File: config.mk
export PLATFORM = sky130hd
export DESIGN_NAME = mft_top
export DESIGN_NICKNAME = d
export VERILOG_FILES = /design/src/verilog/mft_pkg.sv /design/src/verilog/mft_top.sv
export SDC_FILE = /design/constraint.sdc
export NUM_CORES = 1
export LEC_CHECK = 0
export BUFFER_PORTS_ARGS = -buffer_cell sky130_fd_sc_hd__clkbuf_2
export CORE_UTILIZATION = 62
export DETAILED_ROUTE_END_ITERATION = 10
export GPL_TIMING_DRIVEN = 0
export HOLD_SLACK_MARGIN = 0.06
export PLACE_DENSITY = 0.85
export REMOVE_ABC_BUFFERS = 1
export SLEW_MARGIN = 5
export SYNTH_ARGS = -nofsm -noshare
export SYNTH_HDL_FRONTEND = slang
export SYNTH_SLANG_ARGS = --single-unit
File: constraint.sdc
create_clock -name sys_clk_i -period 6.26 [get_ports sys_clk_i]
set_input_delay 0.626 -clock sys_clk_i [delete_from_list [all_inputs] [get_ports sys_clk_i]]
set_output_delay 0.626 -clock sys_clk_i [all_outputs]
set_load 0.01 [all_outputs]
File: src/verilog/mft_pkg.sv
// constants for the multifunction totalizer / digital io block
package mft_pkg;
  // ----------------
  // register byte offsets
  // ----------------
  localparam logic [7:0] OFS_CTRL     = 8'h00;
  localparam logic [7:0] OFS_PORTA_IN = 8'h04;
  localparam logic [7:0] OFS_PORTB_IN = 8'h08;
  localparam logic [7:0] OFS_DOUT     = 8'h0c;
  localparam logic [7:0] OFS_PAT_A    = 8'h10;
  localparam logic [7:0] OFS_PAT_B    = 8'h14;
  localparam logic [7:0] OFS_TOT      = 8'h18;
  localparam logic [7:0] OFS_DAC0     = 8'h1c;
  localparam logic [7:0] OFS_DAC1     = 8'h20;
  localparam logic [7:0] OFS_SCAN     = 8'h24;
  localparam logic [7:0] OFS_IRQ_STAT = 8'h28;
  localparam logic [7:0] OFS_IRQ_MASK = 8'h2c;
  // ----------------
  // control register fields
  // ----------------
  localparam int CTRL_FALL_EDGE = 0;
  localparam int CTRL_TOT_CLEAR = 1;
  localparam int CTRL_OE_A      = 2;
  localparam int CTRL_OE_B      = 3;
  localparam int CTRL_MODE_A    = 4;
  localparam int CTRL_MODE_B    = 5;
  localparam int CTRL_ALM_EN_A  = 6;
  localparam int CTRL_ALM_EN_B  = 7;
  localparam int CTRL_W         = 8;
  // pattern register: [7:0] pattern, [15:8] care mask
  localparam int PAT_VAL_LSB    = 0;
  localparam int PAT_CARE_LSB   = 8;
  // scan register: [0] scan strobe, [2:1] step select
  localparam int SCAN_GO        = 0;
  localparam int SCAN_SEL_LSB   = 1;
  // ----------------
  // status bits
  // ----------------
  localparam int IRQ_ALM_A      = 0;
  localparam int IRQ_ALM_B      = 1;
  localparam int IRQ_TOT_WRAP   = 2;
  localparam int IRQ_SCAN_DONE  = 3;
  localparam int IRQ_W          = 4;
  // ----------------
  // widths, limits, reset values
  // ----------------
  localparam int PORT_W         = 8;
  localparam int TOT_W          = 26;
  localparam int DAC_W          = 16;
  localparam logic [TOT_W-1:0] TOT_MAX = 26'h3ffffff;
  // setpoint in mV, signed: -12000..+12000
  localparam logic signed [DAC_W-1:0] DAC_MAX_MV = 16'sh2ee0;
  localparam logic signed [DAC_W-1:0] DAC_MIN_MV = -16'sh2ee0;
  localparam logic [CTRL_W-1:0] CTRL_RST = 8'h00;
  localparam logic [15:0] PAT_RST       = 16'h0000;
  localparam logic [1:0] RESP_OKAY      = 2'b00;
  localparam logic [1:0] RESP_SLVERR    = 2'b10;
  // ----------------
  // input timing
  // ----------------
  localparam int CLK_MHZ        = 250;
  localparam int TOT_RATE_KHZ   = 100;
  localparam int TOT_PERIOD_CYC = (CLK_MHZ * 1000) / TOT_RATE_KHZ;
  // scan step selectors
  typedef enum logic [1:0] {
    MFT_STEP_PORT_A,
    MFT_STEP_PORT_B,
    MFT_STEP_TOT,
    MFT_STEP_NONE
  } mft_step_t;
endpackage

File: src/verilog/mft_top.sv
// multifunction totalizer, dual 8-bit digital io and dac setpoints
//
// Behaviour
// two independent 8-bit ports, each sampled as an input pattern
// live port values readable anytime and also captured by a scan step
// alarm on pattern match or on a configured pattern change
// pattern alarms run whether or not the port is scanned
// unconnected input bit reads one, grounded bit reads zero
// both ports drive one 16-bit output word as a single value
// 26-bit totalizer counting pulses up to 100 kHz
// count readable directly or captured by a scan step
// count on rising or falling input edge, by configuration
// count wraps from 67,108,863 to zero on next counted edge
// active-high gate enables counting when high, blocks when low
// active-low gate enables counting when low, blocks when high
// edge counts only when both gates enable at once
// unconnected gates default to enabling, giving continuous count
// two analog channels, each a 16-bit setpoint register
// setpoints span -12 V to +12 V in 1 mV steps
// pulse and gate inputs synchronised before edge detection
`timescale 1ns/1ns
module mft_top (
  input  wire logic        sys_clk_i,
  input  wire logic        arst_n_i,
  // axi4-lite slave
  input  wire logic [7:0]  s_axi_awaddr_i,
  input  wire logic        s_axi_awvalid_i,
  output logic             s_axi_awready_o,
  input  wire logic [31:0] s_axi_wdata_i,
  input  wire logic [3:0]  s_axi_wstrb_i,
  input  wire logic        s_axi_wvalid_i,
  output logic             s_axi_wready_o,
  output logic [1:0]       s_axi_bresp_o,
  output logic             s_axi_bvalid_o,
  input  wire logic        s_axi_bready_i,
  input  wire logic [7:0]  s_axi_araddr_i,
  input  wire logic        s_axi_arvalid_i,
  output logic             s_axi_arready_o,
  output logic [31:0]      s_axi_rdata_o,
  output logic [1:0]       s_axi_rresp_o,
  output logic             s_axi_rvalid_o,
  input  wire logic        s_axi_rready_i,
  // digital ports, pulled up off-chip
  input  wire logic [7:0]  port_a_i,
  input  wire logic [7:0]  port_b_i,
  output logic [7:0]       port_a_o,
  output logic [7:0]       port_a_oe_o,
  output logic [7:0]       port_b_o,
  output logic [7:0]       port_b_oe_o,
  // totalizer
  input  wire logic        tot_in_i,
  input  wire logic        gate_hi_i,
  input  wire logic        gate_lo_n_i,
  // dac setpoints, signed millivolts
  output logic [15:0]      dac0_mv_o,
  output logic [15:0]      dac1_mv_o,
  output logic             irq_o
);

  // ----------------
  // input synchronisers
  // ----------------
  logic [7:0] pa_s1_q, pa_s2_q, pb_s1_q, pb_s2_q;
  logic [2:0] tin_s1_q, tin_s2_q;
  logic       tin_prev_q;

  // sample both ports
  always_ff @(posedge sys_clk_i or negedge arst_n_i) begin
    if (!arst_n_i) begin
      pa_s1_q <= 8'hff;
      pa_s2_q <= 8'hff;
      pb_s1_q <= 8'hff;
      pb_s2_q <= 8'hff;
    end else begin
      pa_s1_q <= port_a_i;
      pa_s2_q <= pa_s1_q;
      pb_s1_q <= port_b_i;
      pb_s2_q <= pb_s1_q;
    end
  end

  // two-stage sync of pulse and gates
  always_ff @(posedge sys_clk_i or negedge arst_n_i) begin
    if (!arst_n_i) begin
      tin_s1_q <= 3'h2;
      tin_s2_q <= 3'h2;
    end else begin
      tin_s1_q <= {gate_lo_n_i, gate_hi_i, tot_in_i};
      tin_s2_q <= tin_s1_q;
    end
  end

  // ----------------
  // registers
  // ----------------
  logic [mft_pkg::CTRL_W-1:0] ctrl_q;
  logic [15:0]                dout_q;
  logic [15:0]                pat_a_q, pat_b_q;
  logic [15:0]                dac0_q, dac1_q;
  logic [mft_pkg::TOT_W-1:0]  tot_q;
  logic [31:0]                scan_data_q;
  logic [mft_pkg::IRQ_W-1:0]  stat_q, mask_q;

  // ----------------
  // axi4-lite write side
  // ----------------
  logic       aw_hold_q, w_hold_q;
  logic [7:0] aw_addr_q;
  logic [31:0] w_data_q;
  logic [3:0] w_strb_q;
  logic       wr_fire;
  logic       wr_hit;
  logic [31:0] wr_val;

  assign wr_fire = aw_hold_q && w_hold_q && !s_axi_bvalid_o;

  always_comb begin
    wr_hit = 1'b0;
    unique case (aw_addr_q)
      mft_pkg::OFS_CTRL, mft_pkg::OFS_DOUT, mft_pkg::OFS_PAT_A,
      mft_pkg::OFS_PAT_B, mft_pkg::OFS_DAC0, mft_pkg::OFS_DAC1,
      mft_pkg::OFS_SCAN, mft_pkg::OFS_IRQ_MASK: wr_hit = 1'b1;
      default: wr_hit = 1'b0;
    endcase
  end

  // byte-lane merge applied on top of zero for write-only strobes
  always_comb begin
    wr_val = 32'h0000_0000;
    for (int i = 0; i < 4; i++) begin
      if (w_strb_q[i]) begin
        wr_val[i*8 +: 8] = w_data_q[i*8 +: 8];
      end
    end
  end

  always_ff @(posedge sys_clk_i or negedge arst_n_i) begin
    if (!arst_n_i) begin
      aw_hold_q       <= 1'b0;
      w_hold_q        <= 1'b0;
      aw_addr_q       <= 8'h00;
      w_data_q        <= 32'h0000_0000;
      w_strb_q        <= 4'h0;
      s_axi_awready_o <= 1'b1;
      s_axi_wready_o  <= 1'b1;
      s_axi_bvalid_o  <= 1'b0;
      s_axi_bresp_o   <= mft_pkg::RESP_OKAY;
    end else begin
      if (s_axi_awvalid_i && s_axi_awready_o) begin
        aw_hold_q       <= 1'b1;
        aw_addr_q       <= s_axi_awaddr_i;
        s_axi_awready_o <= 1'b0;
      end
      if (s_axi_wvalid_i && s_axi_wready_o) begin
        w_hold_q       <= 1'b1;
        w_data_q       <= s_axi_wdata_i;
        w_strb_q       <= s_axi_wstrb_i;
        s_axi_wready_o <= 1'b0;
      end
      if (wr_fire) begin
        aw_hold_q      <= 1'b0;
        w_hold_q       <= 1'b0;
        s_axi_bvalid_o <= 1'b1;
        s_axi_bresp_o  <= wr_hit ? mft_pkg::RESP_OKAY : mft_pkg::RESP_SLVERR;
      end
      if (s_axi_bvalid_o && s_axi_bready_i) begin
        s_axi_bvalid_o  <= 1'b0;
        s_axi_awready_o <= 1'b1;
        s_axi_wready_o  <= 1'b1;
      end
    end
  end

  // merged field update keeps unstrobed bytes
  function automatic logic [15:0] mrg16(input logic [15:0] old, input logic [31:0] d, input logic [3:0] s);
    mrg16 = {s[1] ? d[15:8] : old[15:8], s[0] ? d[7:0] : old[7:0]};
  endfunction

  // clamp setpoint to the +-12 V span
  function automatic logic [15:0] clamp_mv(input logic [15:0] v);
    if ($signed(v) > mft_pkg::DAC_MAX_MV) begin
      clamp_mv = mft_pkg::DAC_MAX_MV;
    end else if ($signed(v) < mft_pkg::DAC_MIN_MV) begin
      clamp_mv = mft_pkg::DAC_MIN_MV;
    end else begin
      clamp_mv = v;
    end
  endfunction

  logic tot_clr_p;
  logic scan_go_p;
  logic [1:0] scan_sel;
  assign tot_clr_p = wr_fire && aw_addr_q == mft_pkg::OFS_CTRL && w_strb_q[0]
                     && w_data_q[mft_pkg::CTRL_TOT_CLEAR];
  assign scan_go_p = wr_fire && aw_addr_q == mft_pkg::OFS_SCAN && w_strb_q[0]
                     && w_data_q[mft_pkg::SCAN_GO];
  assign scan_sel  = w_data_q[mft_pkg::SCAN_SEL_LSB +: 2];

  always_ff @(posedge sys_clk_i or negedge arst_n_i) begin
    if (!arst_n_i) begin
      ctrl_q  <= mft_pkg::CTRL_RST;
      dout_q  <= 16'hffff;
      pat_a_q <= mft_pkg::PAT_RST;
      pat_b_q <= mft_pkg::PAT_RST;
      dac0_q  <= 16'h0000;
      dac1_q  <= 16'h0000;
      mask_q  <= '0;
    end else if (wr_fire) begin
      unique case (aw_addr_q)
        mft_pkg::OFS_CTRL: begin
          // clear bit is a strobe, never stored
          if (w_strb_q[0]) begin
            ctrl_q <= wr_val[7:0] & ~(8'h01 << mft_pkg::CTRL_TOT_CLEAR);
          end
        end
        // one write sets the strobed bytes of the 16-bit word
        mft_pkg::OFS_DOUT:     dout_q  <= mrg16(dout_q, wr_val, w_strb_q);
        mft_pkg::OFS_PAT_A:    pat_a_q <= mrg16(pat_a_q, wr_val, w_strb_q);
        mft_pkg::OFS_PAT_B:    pat_b_q <= mrg16(pat_b_q, wr_val, w_strb_q);
        // two setpoint registers
        mft_pkg::OFS_DAC0:     dac0_q  <= clamp_mv(mrg16(dac0_q, wr_val, w_strb_q));
        mft_pkg::OFS_DAC1:     dac1_q  <= clamp_mv(mrg16(dac1_q, wr_val, w_strb_q));
        mft_pkg::OFS_IRQ_MASK: if (w_strb_q[0]) mask_q <= wr_val[mft_pkg::IRQ_W-1:0];
        default: ;
      endcase
    end
  end

  // ----------------
  // digital output drive
  // ----------------
  always_ff @(posedge sys_clk_i or negedge arst_n_i) begin
    if (!arst_n_i) begin
      port_a_o    <= 8'hff;
      port_b_o    <= 8'hff;
      port_a_oe_o <= 8'h00;
      port_b_oe_o <= 8'h00;
      dac0_mv_o   <= 16'h0000;
      dac1_mv_o   <= 16'h0000;
    end else begin
      port_a_o    <= dout_q[7:0];
      port_b_o    <= dout_q[15:8];
      port_a_oe_o <= {8{ctrl_q[mft_pkg::CTRL_OE_A]}};
      port_b_oe_o <= {8{ctrl_q[mft_pkg::CTRL_OE_B]}};
      dac0_mv_o   <= dac0_q;
      dac1_mv_o   <= dac1_q;
    end
  end

  // ----------------
  // pattern alarms
  // ----------------
  logic [7:0] pa_prev_q, pb_prev_q;
  logic       alm_a, alm_b;

  // mode 0: match on cared bits; mode 1: any cared bit changed
  function automatic logic alarm(input logic [7:0] cur, input logic [7:0] prv,
                                 input logic [15:0] pat, input logic chg);
    logic [7:0] care;
    care = pat[mft_pkg::PAT_CARE_LSB +: 8];
    if (chg) begin
      alarm = |((cur ^ prv) & care);
    end else begin
      alarm = ((cur ^ pat[mft_pkg::PAT_VAL_LSB +: 8]) & care) == 8'h00;
    end
  endfunction

  // pull-ups make idle bits read one; reset state matches
  always_ff @(posedge sys_clk_i or negedge arst_n_i) begin
    if (!arst_n_i) begin
      pa_prev_q <= 8'hff;
      pb_prev_q <= 8'hff;
    end else begin
      pa_prev_q <= pa_s2_q;
      pb_prev_q <= pb_s2_q;
    end
  end

  // match or change detection; independent of scan
  assign alm_a = ctrl_q[mft_pkg::CTRL_ALM_EN_A]
                 && alarm(pa_s2_q, pa_prev_q, pat_a_q, ctrl_q[mft_pkg::CTRL_MODE_A]);
  assign alm_b = ctrl_q[mft_pkg::CTRL_ALM_EN_B]
                 && alarm(pb_s2_q, pb_prev_q, pat_b_q, ctrl_q[mft_pkg::CTRL_MODE_B]);

  // ----------------
  // totalizer
  // ----------------
  logic edge_hit, gate_ok, tot_wrap;

  // edge select
  assign edge_hit = ctrl_q[mft_pkg::CTRL_FALL_EDGE] ? (tin_prev_q && !tin_s2_q[0])
                                                   : (!tin_prev_q && tin_s2_q[0]);
  // both gates must enable; pulls hold them enabling
  assign gate_ok  = tin_s2_q[1] && !tin_s2_q[2];
  assign tot_wrap = edge_hit && gate_ok && tot_q == mft_pkg::TOT_MAX;

  always_ff @(posedge sys_clk_i or negedge arst_n_i) begin
    if (!arst_n_i) begin
      tin_prev_q <= 1'b0;
    end else begin
      tin_prev_q <= tin_s2_q[0];
    end
  end

  // 26-bit count; wraps to zero past the maximum
  always_ff @(posedge sys_clk_i or negedge arst_n_i) begin
    if (!arst_n_i) begin
      tot_q <= '0;
    end else if (tot_clr_p) begin
      tot_q <= '0;
    end else if (edge_hit && gate_ok) begin
      tot_q <= tot_wrap ? '0 : tot_q + 26'h1;
    end
  end

  // ----------------
  // scan step capture
  // ----------------
  // one scan step latches port or count
  always_ff @(posedge sys_clk_i or negedge arst_n_i) begin
    if (!arst_n_i) begin
      scan_data_q <= 32'h0000_0000;
    end else if (scan_go_p) begin
      unique case (mft_pkg::mft_step_t'(scan_sel))
        mft_pkg::MFT_STEP_PORT_A: scan_data_q <= {24'h0, pa_s2_q};
        mft_pkg::MFT_STEP_PORT_B: scan_data_q <= {24'h0, pb_s2_q};
        mft_pkg::MFT_STEP_TOT:    scan_data_q <= {6'h0, tot_q};
        mft_pkg::MFT_STEP_NONE:   scan_data_q <= 32'h0000_0000;
      endcase
    end
  end

  // ----------------
  // interrupt status, cleared by read, set wins
  // ----------------
  logic [mft_pkg::IRQ_W-1:0] ev;
  logic stat_rd;
  assign ev = {scan_go_p, tot_wrap, alm_b, alm_a};

  always_ff @(posedge sys_clk_i or negedge arst_n_i) begin
    if (!arst_n_i) begin
      stat_q <= '0;
      irq_o  <= 1'b0;
    end else begin
      stat_q <= (stat_rd ? '0 : stat_q) | ev;
      irq_o  <= |(((stat_rd ? '0 : stat_q) | ev) & mask_q);
    end
  end

  // ----------------
  // axi4-lite read side
  // ----------------
  logic [31:0] rd_val;
  logic        rd_ok;

  always_comb begin
    rd_ok  = 1'b1;
    rd_val = 32'h0000_0000;
    unique case (s_axi_araddr_i)
      mft_pkg::OFS_CTRL:     rd_val = {24'h0, ctrl_q};
      // live port values
      mft_pkg::OFS_PORTA_IN: rd_val = {24'h0, pa_s2_q};
      mft_pkg::OFS_PORTB_IN: rd_val = {24'h0, pb_s2_q};
      mft_pkg::OFS_DOUT:     rd_val = {16'h0, dout_q};
      mft_pkg::OFS_PAT_A:    rd_val = {16'h0, pat_a_q};
      mft_pkg::OFS_PAT_B:    rd_val = {16'h0, pat_b_q};
      // manual read of the count
      mft_pkg::OFS_TOT:      rd_val = {6'h0, tot_q};
      mft_pkg::OFS_DAC0:     rd_val = {16'h0, dac0_q};
      mft_pkg::OFS_DAC1:     rd_val = {16'h0, dac1_q};
      mft_pkg::OFS_SCAN:     rd_val = scan_data_q;
      mft_pkg::OFS_IRQ_STAT: rd_val = {28'h0, stat_q};
      mft_pkg::OFS_IRQ_MASK: rd_val = {28'h0, mask_q};
      default:               rd_ok  = 1'b0;
    endcase
  end

  assign stat_rd = s_axi_arvalid_i && s_axi_arready_o
                   && s_axi_araddr_i == mft_pkg::OFS_IRQ_STAT;

  always_ff @(posedge sys_clk_i or negedge arst_n_i) begin
    if (!arst_n_i) begin
      s_axi_arready_o <= 1'b1;
      s_axi_rvalid_o  <= 1'b0;
      s_axi_rdata_o   <= 32'h0000_0000;
      s_axi_rresp_o   <= mft_pkg::RESP_OKAY;
    end else if (s_axi_arvalid_i && s_axi_arready_o) begin
      s_axi_arready_o <= 1'b0;
      s_axi_rvalid_o  <= 1'b1;
      s_axi_rdata_o   <= rd_val;
      s_axi_rresp_o   <= rd_ok ? mft_pkg::RESP_OKAY : mft_pkg::RESP_SLVERR;
    end else if (s_axi_rvalid_o && s_axi_rready_i) begin
      s_axi_rvalid_o  <= 1'b0;
      s_axi_arready_o <= 1'b1;
    end
  end

endmodule

Word level (Yosys, flattened, before mapping)
Cells that the tools add are included.
{"block": "word_totals", "register_bits": 328, "output_inout_bits": 106, "elab_cells": 166}
{"block": "classes", "addsub": 1, "n_lt_le_gt_ge": 4, "eq_ne": 22, "n_mux": 35, "bitwise": 10, "reduce_logical": 52}
{"op": "case mux 32 bit (12 select lines)", "count": 1}
{"op": "case mux 32 bit (4 select lines)", "count": 1}
{"op": "two-way mux 26 bit", "count": 3}
{"op": "two-way mux 16 bit", "count": 4}
{"op": "== test 8 x 5 -> 1 bit (second input constant)", "count": 7}
{"op": "== test 8 x 6 -> 1 bit (second input constant)", "count": 7}
{"op": "bitwise AND 8 bit", "count": 4}
{"op": "greater-than comparator 16 x 15 -> 1 bit (second input constant)", "count": 2}
{"op": "logical NOT 8 bit", "count": 4}
{"op": "< comparator 16 x 15 -> 1 bit (second input constant)", "count": 2}
{"op": "two-way mux 8 bit", "count": 4}
{"op": "XOR 8 bit", "count": 4}
{"op": "adder 26 x 1 -> 26 bit (second input constant)", "count": 1}
{"op": "== test 26 bit (second input constant)", "count": 1}
{"op": "== test 8 x 4 -> 1 bit (second input constant)", "count": 3}
{"op": "AND reduction 3 bit", "count": 8}
{"op": "OR reduction 8 bit", "count": 3}
{"op": "logical AND 1 bit", "count": 21}
{"op": "two-way mux 1 bit", "count": 19}
{"op": "nonzero test 2 bit", "count": 7}
{"op": "OR reduction 12 bit", "count": 1}
{"op": "== test 8 x 3 -> 1 bit (second input constant)", "count": 1}
{"op": "bitwise AND 4 bit", "count": 1}
{"op": "== test 2 bit (second input constant)", "count": 2}
{"op": "other kinds (8)", "count": 13}

Logic depth before layout (Yosys ltp)
Gate-level depths: netlist of the first run.
{"block": "logic_depth", "ltp_word": 8, "mapped_depth": 12, "mapped_depth_nobuf": 8}

Least setup slack after synthesis of the first run
Ideal clock, no wire load.
{"block": "synth_timing", "path_type": "register to register", "startpoint": "register w_strb_q[0]", "endpoint": "register dac0_q[0]", "setup_time_ps": 120, "arrival_ps": 2536, "required_ps": 6140, "path_slack_ps": 3603, "path_stages_with_launch": 12, "path_buffers": 4, "period_less_slack_ps": 2657, "path_cell_list": "dfrtp_1 buf_2 clkbuf_1 clkbuf_1 nor4_1 o32ai_1 nand2_1 a211o_1 ha_1 clkbuf_1 nor2_1 a41o_1"}
{"block": "synth_between", "elab_chain_cells": 4, "elab_cells_between_ends": 5}
{"item": "start, declared", "line_no": "mft_top.sv:110", "rtl": "logic [3:0] w_strb_q;"}
{"item": "start signal, assigned", "line_no": "mft_top.sv:157", "rtl": "w_strb_q <= s_axi_wstrb_i;"}
{"item": "two-way mux 8 bit (*)", "line_no": "mft_top.sv:176", "rtl": "mrg16 = {s[1] ? d[15:8] : old[15:8], s[0] ? d[7:0] : old[7:0]};"}
{"item": "< comparator 16 x 15 -> 1 bit", "line_no": "mft_top.sv:183", "rtl": "end else if ($signed(v) < mft_pkg::DAC_MIN_MV) begin"}
{"item": "two-way mux 16 bit", "line_no": "mft_top.sv:183"}
{"item": "two-way mux 16 bit (*)", "line_no": "mft_top.sv:181", "rtl": "if ($signed(v) > mft_pkg::DAC_MAX_MV) begin"}
{"item": "end signal, assigned", "line_no": "mft_top.sv:221", "rtl": "mft_pkg::OFS_DAC0: dac0_q <= clamp_mv(mrg16(dac0_q, wr_val, w_strb_q));"}
{"item": "end, declared", "line_no": "mft_top.sv:99", "rtl": "logic [15:0] dac0_q, dac1_q;"}
Every way passes the cells marked *; elsewhere a longest branch is shown, timed or not.
A chain may end at the register's enable or synchronous reset.

Final worst setup path of the first run
{"block": "layout_timing", "startpoint": "register w_strb_q[0]", "endpoint": "register tot_q[7] (netlist bit)"}
{"block": "layout_between", "elab_chain_cells": 3, "elab_cells_between_ends": 4}
{"item": "logical AND 1 bit (*)", "line_no": "mft_top.sv:193", "rtl": "assign tot_clr_p = wr_fire && aw_addr_q == mft_pkg::OFS_CTRL && w_strb_q[0]"}
{"item": "logical AND 1 bit (*)", "line_no": "mft_top.sv:194", "rtl": "&& w_data_q[mft_pkg::CTRL_TOT_CLEAR];"}
{"item": "two-way mux 26 bit or nonzero test 2 bit (tied branches)"}
{"item": "end signal, assigned", "line_no": "mft_top.sv:312", "rtl": "tot_q <= tot_wrap ? '0 : tot_q + 26'h1;"}
{"item": "end, declared", "line_no": "mft_top.sv:100", "rtl": "logic [mft_pkg::TOT_W-1:0] tot_q;"}
Marked as above.

==> impl_metrics.toml, run 1 <==
[synth]
ys_top_cells_by_count = "229 x dfrtp_1, 154 x nand2_1, 89 x mux2_2"
ys_seq_area_share_pct = 56.7
syn_avg_cell_area_sq_um = 11.4
yosys_warnings = 0
synth_top_area_share_pct = 40.8
synthArstFlopShare_pct = 100
synth_seq_cells = 314
ys_top_cells_by_area = "dfrtp_1 41%, dfstp_2 16%, mux2_2 7.1%"
synth_cell_type_count = 72
syn_inst = 1226
yosysTopAreaCell = "dfrtp_1"
synth_most_common_cell = "dfrtp_1"
syn-cell-area_sq_um = 14000
ys.flop_type = "dfrtp_1"
synth_edf_count = 0

[critical_path]
critical_path_peak_fanout = 45
path_class = "flip-flop to flip-flop"
arrival_ns = 3.79
cp-end-kind = "flip-flop"
crit_required_ns = 6.68
crit_path_start_kind = "flip-flop"
reg2reg_depth = 6

[clock_tree]
cts_tree = "done"
cts_inserted_buffers = 31
cts_max_level = 1
cts_sinks = 314
cts_root_buffer = "clkbuf_16"
clock_latency_ns = 0.56
cts_setup_buffers = 0
ctsResizeCount = 0
clk_pin_slew_ns = 0.07
clk_path_buf_depth = 3

[timing]
slew_violations = 0
finalSetupViolations = 0
worstMarginPinSlew_ns = 1.29
clock.fmax_mhz = 297
final-hold-violation-count = 0
skew_ns = 0.0137
relSlewSlack_pct = 13.2
period_share_pct = 53.8
min_period_ns = 3.37
fin_setup_tns_ns = 0
rsz0062_at_grt = "false"

[worst_hold_path]
hold_class = "primary input to flip-flop"
whs_path_depth = 1

[cells_and_area]
fin_nets = 1420
drive_gt1_share_pct = 32.3
layout.cells.non_filler = 1642
diodes = 0
area_growth_syn_to_layout_pct = 13.6
fill_cells = 1500
post-route-util_pct = 72.4

[route]
firstDrtPassIters = 11
wirelength_mm = 37.2
drc = 10
drtAntennaViolNets = 0
wire_per_inst_um = 22.7
drt_iter0_drc = 984
viasPerCell = 6.40
vias = 10500

[floorplan]
ios = 184
row_count = 54
die-area_sq_um = 23200
dieWidth_um = 152
die_y_um = 152
core_sq_um = 22000
initial_core_util_pct = 63.7

[power]
power.total_uw = 5700
max-vdd-ir-drop_v = 0.000347
p_per_area_nw_per_um2 = 357
p_leak_uw = 0.00717

[global_routing]
grt_pass1_vias = 10100
track_usage_pct = 32.8
grt_max_degree = 107
globalRoute.totalOverflow = 0
antenna_found_initial = 0
grt_pass1_wl_mm = 58.5

[placed_design]
place_inst = 1585
dpl.hpwl_mm = 26.3
gp_congestion = 0.941
port-buffer-count = 157

[run_status]
violations = "DRC"
status = "finished, violations left"

[flow_run]
maxCapViolCount = 0
metrics by stage:
stage / setup slack (ns) / hold WS [ns] / cell area, sq um
2_1_floorplan: 3.32 / 0.330 / 13600
3_3_place_gp: -1.72 / 0.333 / 14700
3_5_place_dp: 2.92 / 0.335 / 14800
4_1_cts: 2.97 / 0.136 / 15900
5_1_grt: 2.70 / 0.136 / 15900
6_report: 2.89 / 0.148 / 15900
worst paths after layout:
kind                             start              end  slack [ns]
max in group asynchronous     arst_n_i  s_axi_arready_o        4.55
setup / recovery           w_strb_q[0]         tot_q[7]        2.89
hold / removal             port_a_i[3]       pa_s1_q[3]        0.15
hold reg to reg            tin_s1_q[0]      tin_s2_q[0]        0.35
setup reg to reg           w_strb_q[0]         tot_q[7]        2.89
min in group asynchronous     arst_n_i      w_data_q[7]        0.53
metal layers:
metal / track usage, % / routed length [um]
met2: 51.3 / 17300
met5: 0 / 0
met3: 6.60 / 3300
met1: 45.4 / 15000
met4: 13.4 / 1590
state kept, by name (all words and copies together), names as in the netlist, 16 cells and up:
name / flops
dac0_mv_o: 16
dac0_q: 16
dac1_mv_o: 16
dac1_q: 16
dout_q: 16
pat_a_q: 16
pat_b_q: 16
s_axi_rdata_o: 26
scan_data_q: 26
tot_q: 26
w_data_q: 16
cell type report:
type | instances | area [sq um] | area share (%)
Clock buffer | 37 | 838 | 5.26
Clock inverter | 19 | 253 | 1.59
Inverter | 14 | 52.6 | 0.330
Multi-Input combinational cell | 815 | 5570 | 34.9
Sequential cell | 314 | 7960 | 49.9
Tap cell | 280 | 350 | 2.20
Timing Repair Buffer | 163 | 918 | 5.76
kinds of logic (layout without fill, tap and decap cells):
logic type                 Yosys count  in the layout  share of synthesized area (%)
AOI/OAI and AO/OA                  276            276                           13.5
xor gates and xnor gates            46             46                           2.87
adders and majority gates            3              3                          0.267
buffers and inverters              104            233                           3.91
DFF                                314            314                           56.7
muxes                              118            118                           9.92
other                                1              8                         0.0267
and+or+nand+nor                    364            364                           12.7
placed cells by master, fill, tap and decap left out, types with 11 or more instances in the layout:
master     Yosys  layout
dfstp_2       85      85
xor2_1        40      40
a31oi_1       17      17
nor2_1        63      62
mux2_2        89      89
o21ai_2       24      24
o21ai_0       64      64
inv_1         14      14
dfrtp_1      229     229
a21oi_1       35      35
nand4_1       12      12
clkbuf_16      0      31
clkbuf_2       2     156
nor2b_1       18      17
mux2i_1       21      21
nand2_1      154     154
o31ai_1       11      11
nor3_1        13      12
nand3_1       25      25
a22o_1        16      16
a22oi_1       40      40
nor4_1        12      12
power breakdown:
| part | switching [uW] | internal (uW) | leakage [uW] |
|---|---|---|---|
| Combinational | 550 | 431 | 0.00275 |
| Sequential | 471 | 2280 | 0.00388 |
| Clock | 771 | 1200 | 0.000537 |
| Total | 1790 | 3910 | 0.00717 |
timing repair:
item | CTS | global route
hold buffers | 1 | 0
setup endpoints to repair | 0 | 0
endpoints found under the hold margin | 7 | 0
critical path: stages (launching register included):
cell and delay, ns:
dfrtp_1 1.17, and4b_1 0.44, nand4_1 0.42, nor2b_1 0.53, or3b_1 0.46, xor2_1 0.15, nor2_1 0.06
Note: power is estimated with default switching activity, not from simulation.
==> run 2: changes to the inputs <==
--- a/config.mk
+++ b/config.mk
@@ -6,11 +6,11 @@
 export NUM_CORES = 1
 export LEC_CHECK = 0
 export BUFFER_PORTS_ARGS = -buffer_cell sky130_fd_sc_hd__clkbuf_2
-export CORE_UTILIZATION = 62
+export CORE_UTILIZATION = 52
 export DETAILED_ROUTE_END_ITERATION = 10
 export GPL_TIMING_DRIVEN = 0
 export HOLD_SLACK_MARGIN = 0.06
-export PLACE_DENSITY = 0.85
+export PLACE_DENSITY = 0.76
 export REMOVE_ABC_BUFFERS = 1
 export SLEW_MARGIN = 5
 export SYNTH_ARGS = -nofsm -noshare
==> constraint.sdc (replaced) <==
create_clock -name sys_clk_i -period 2.8 [get_ports sys_clk_i]
set_input_delay 0.28 -clock sys_clk_i [delete_from_list [all_inputs] [get_ports sys_clk_i]]
set_output_delay 0.28 -clock sys_clk_i [all_outputs]
set_load 0.01 [all_outputs]
==> run 2 against run 1 <==
  * The flow still finishes with violations (DRC)
  * Critical path depth decreased by 1
  * Die area increased by 19%
  * Design area up 4.2%
  * Clock-buffer cell count rose by 7
  * First-iteration DRC count up 1.3%
  * Combinational power rose by 140%
  * Critical endpoint unchanged
  * Highest routed layer unchanged
==> impl_metrics.toml, run 2 (synthesis results as in run 1) <==
[run_status]
status = "finished, violations left"
violations = "DRC"

[critical_path]
crit_required_ns = 3.23
slowest_delay_ns = 0.87
crit_chain = "nand4_1 > nor2b_2 > or3b_1 > xor2_1 > nor2_1"
arrival_ns = 3.11
cp_slowest_cell = "dfrtp_1"
path_class = "flip-flop to flip-flop"
critical_path_peak_fanout = 19
cp-end-kind = "flip-flop"
crit_path_start_kind = "flip-flop"

[global_routing]
grt_util_met3_pct = 4.65
antenna_found_initial = 0
globalRoute.totalOverflow = 0
grt_max_degree = 113
grt_pass1_wl_mm = 60.4
grt-busiest-layer = "met2"
track_usage_pct = 28.1
grt_pass1_vias = 10500
use_met1_pct = 39.6
met2_usage_pct = 43.8

[placed_design]
dpl.hpwl_mm = 26.1
gp_congestion = 0.911
place_inst = 1639
port-buffer-count = 157

[timing]
period_share_pct = 95.8
whs_ns = 0.285
slew_violations = 0
rsz0062_at_grt = "false"
skew_ns = 0.0113
clock.fmax_mhz = 373
min_period_ns = 2.68
relSlewSlack_pct = 21.9
finalSetupViolations = 0
worstMarginPinSlew_ns = 1.17
final-hold-violation-count = 0

[route]
drtAntennaViolNets = 0
wire_per_inst_um = 21.9
vias = 10600
viasPerCell = 6.05
wirelength_mm = 38.3
drt_iter0_drc = 997
firstDrtPassIters = 11
drc = 8

[power]
p_per_area_nw_per_um2 = 777
p_leak_uw = 0.00741
max-vdd-ir-drop_v = 0.000711

[clock_tree]
clk_path_buf_depth = 3
clk_pin_slew_ns = 0.07
cts_inserted_buffers = 31
cts_max_level = 1
cts_sinks = 314
cts_root_buffer = "clkbuf_16"
cts_tree = "done"
clock_latency_ns = 0.57

[cells_and_area]
fill_cells = 2070
diodes = 0
layout.cells.non_filler = 1751
fin_nets = 1472
top_regs = "s_axi_rdata_o: 26 flops, scan_data_q: 26 flops, tot_q: 26 flops"
final_common_cell = "dfrtp_1"
drive_gt1_share_pct = 31.7
post-route-util_pct = 63.2
area_growth_syn_to_layout_pct = 18.3
final_cell_mix = "226 x dfrtp_1, 156 x clkbuf_2, 154 x nand2_1"

[floorplan]
die_y_um = 166
row_count = 59
core_sq_um = 26300
ios = 184
initial_core_util_pct = 53.4
dieWidth_um = 166
die-area_sq_um = 27700

[worst_hold_path]
hold_class = "primary input to flip-flop"

[flow_run]
maxCapViolCount = 0
## run 2: cell count changes in the layout (fill, tap and decap cells not counted), sizes merged
| cell | change |
|---|---|
| clkinvlp | -2 |
| bufinv | -2 |
| clkinv | -3 |
| dlygate4sd3 | +52 |
| inv | +2 |
| clkbuf | +7 |
## run 2: where the power goes
group	internal, uW	total (uW)	switching, uW
clock	2710	4470	1760
sequential	5110	6110	997
combinational	1030	2330	1300
## run 2: path summary, 6_finish.rpt
check / startpoint / endpoint / slack [ns] / depth (start not counted)
min in group asynchronous: arst_n_i / s_axi_bresp_o[1] / 0.34 / 2
worst min-delay path: s_axi_araddr_i[1] / stat_q[2] / 0.29 / 5
max in group asynchronous: arst_n_i / s_axi_rdata_o[17] / 1.43 / 3
worst min register to register: tin_s1_q[0] / tin_s2_q[0] / 0.35 / 0
worst max register to register: w_data_q[1] / tot_q[7] / 0.12 / 5
worst max-delay path: w_data_q[1] / tot_q[7] / 0.12 / 5
## run 2: layout make-up
class / instances / area (sq um) / area share (%)
clock buffers: 44 / 937 / 5.64
clock inverters: 14 / 193 / 1.16
inverters: 14 / 52.6 / 0.316
multi-input cells: 815 / 5590 / 33.7
flip-flops and latches: 314 / 7970 / 48.0
well taps: 335 / 419 / 2.52
repair buffers: 215 / 1440 / 8.69
## run 2: through the flow
step	TNS, ns	worst slack, ns	area [sq um]	total power (uW)
floorplan	-1.59	-0.136	13600	7220
global placement	-1405.76	-4.94	14800	8210
detailed placement	-23.86	-0.515	14900	8310
CTS	0	0.00698	16600	12900
global route	0	0.00428	16600	13500
finish	0	0.119	16600	12900
## run 2: layer usage
| metal | part of all wire, % | wire, um |
|---|---|---|
| met1 | 42 | 16300 |
| met3 | 7.9 | 3030 |
| met4 | 3.7 | 1440 |
| met5 | 0 | 0 |
| met2 | 46 | 17600 |
## run 2: repair_timing
item | CTS | global route
hold endpoints to repair | 136 | 0
gates resized for setup | 8 | 4
endpoints found under the setup margin | 85 | 28
pin swaps | 0 | 0
setup buffers | 0 | 1
hold buffers | 53 | 0
## run 2: worst max-delay path, delay by kind of cell (launching register included)
family	cells	cell delay, ns
xor+xnor	1	0.14
flops	1	0.87
simple gates	4	1.53
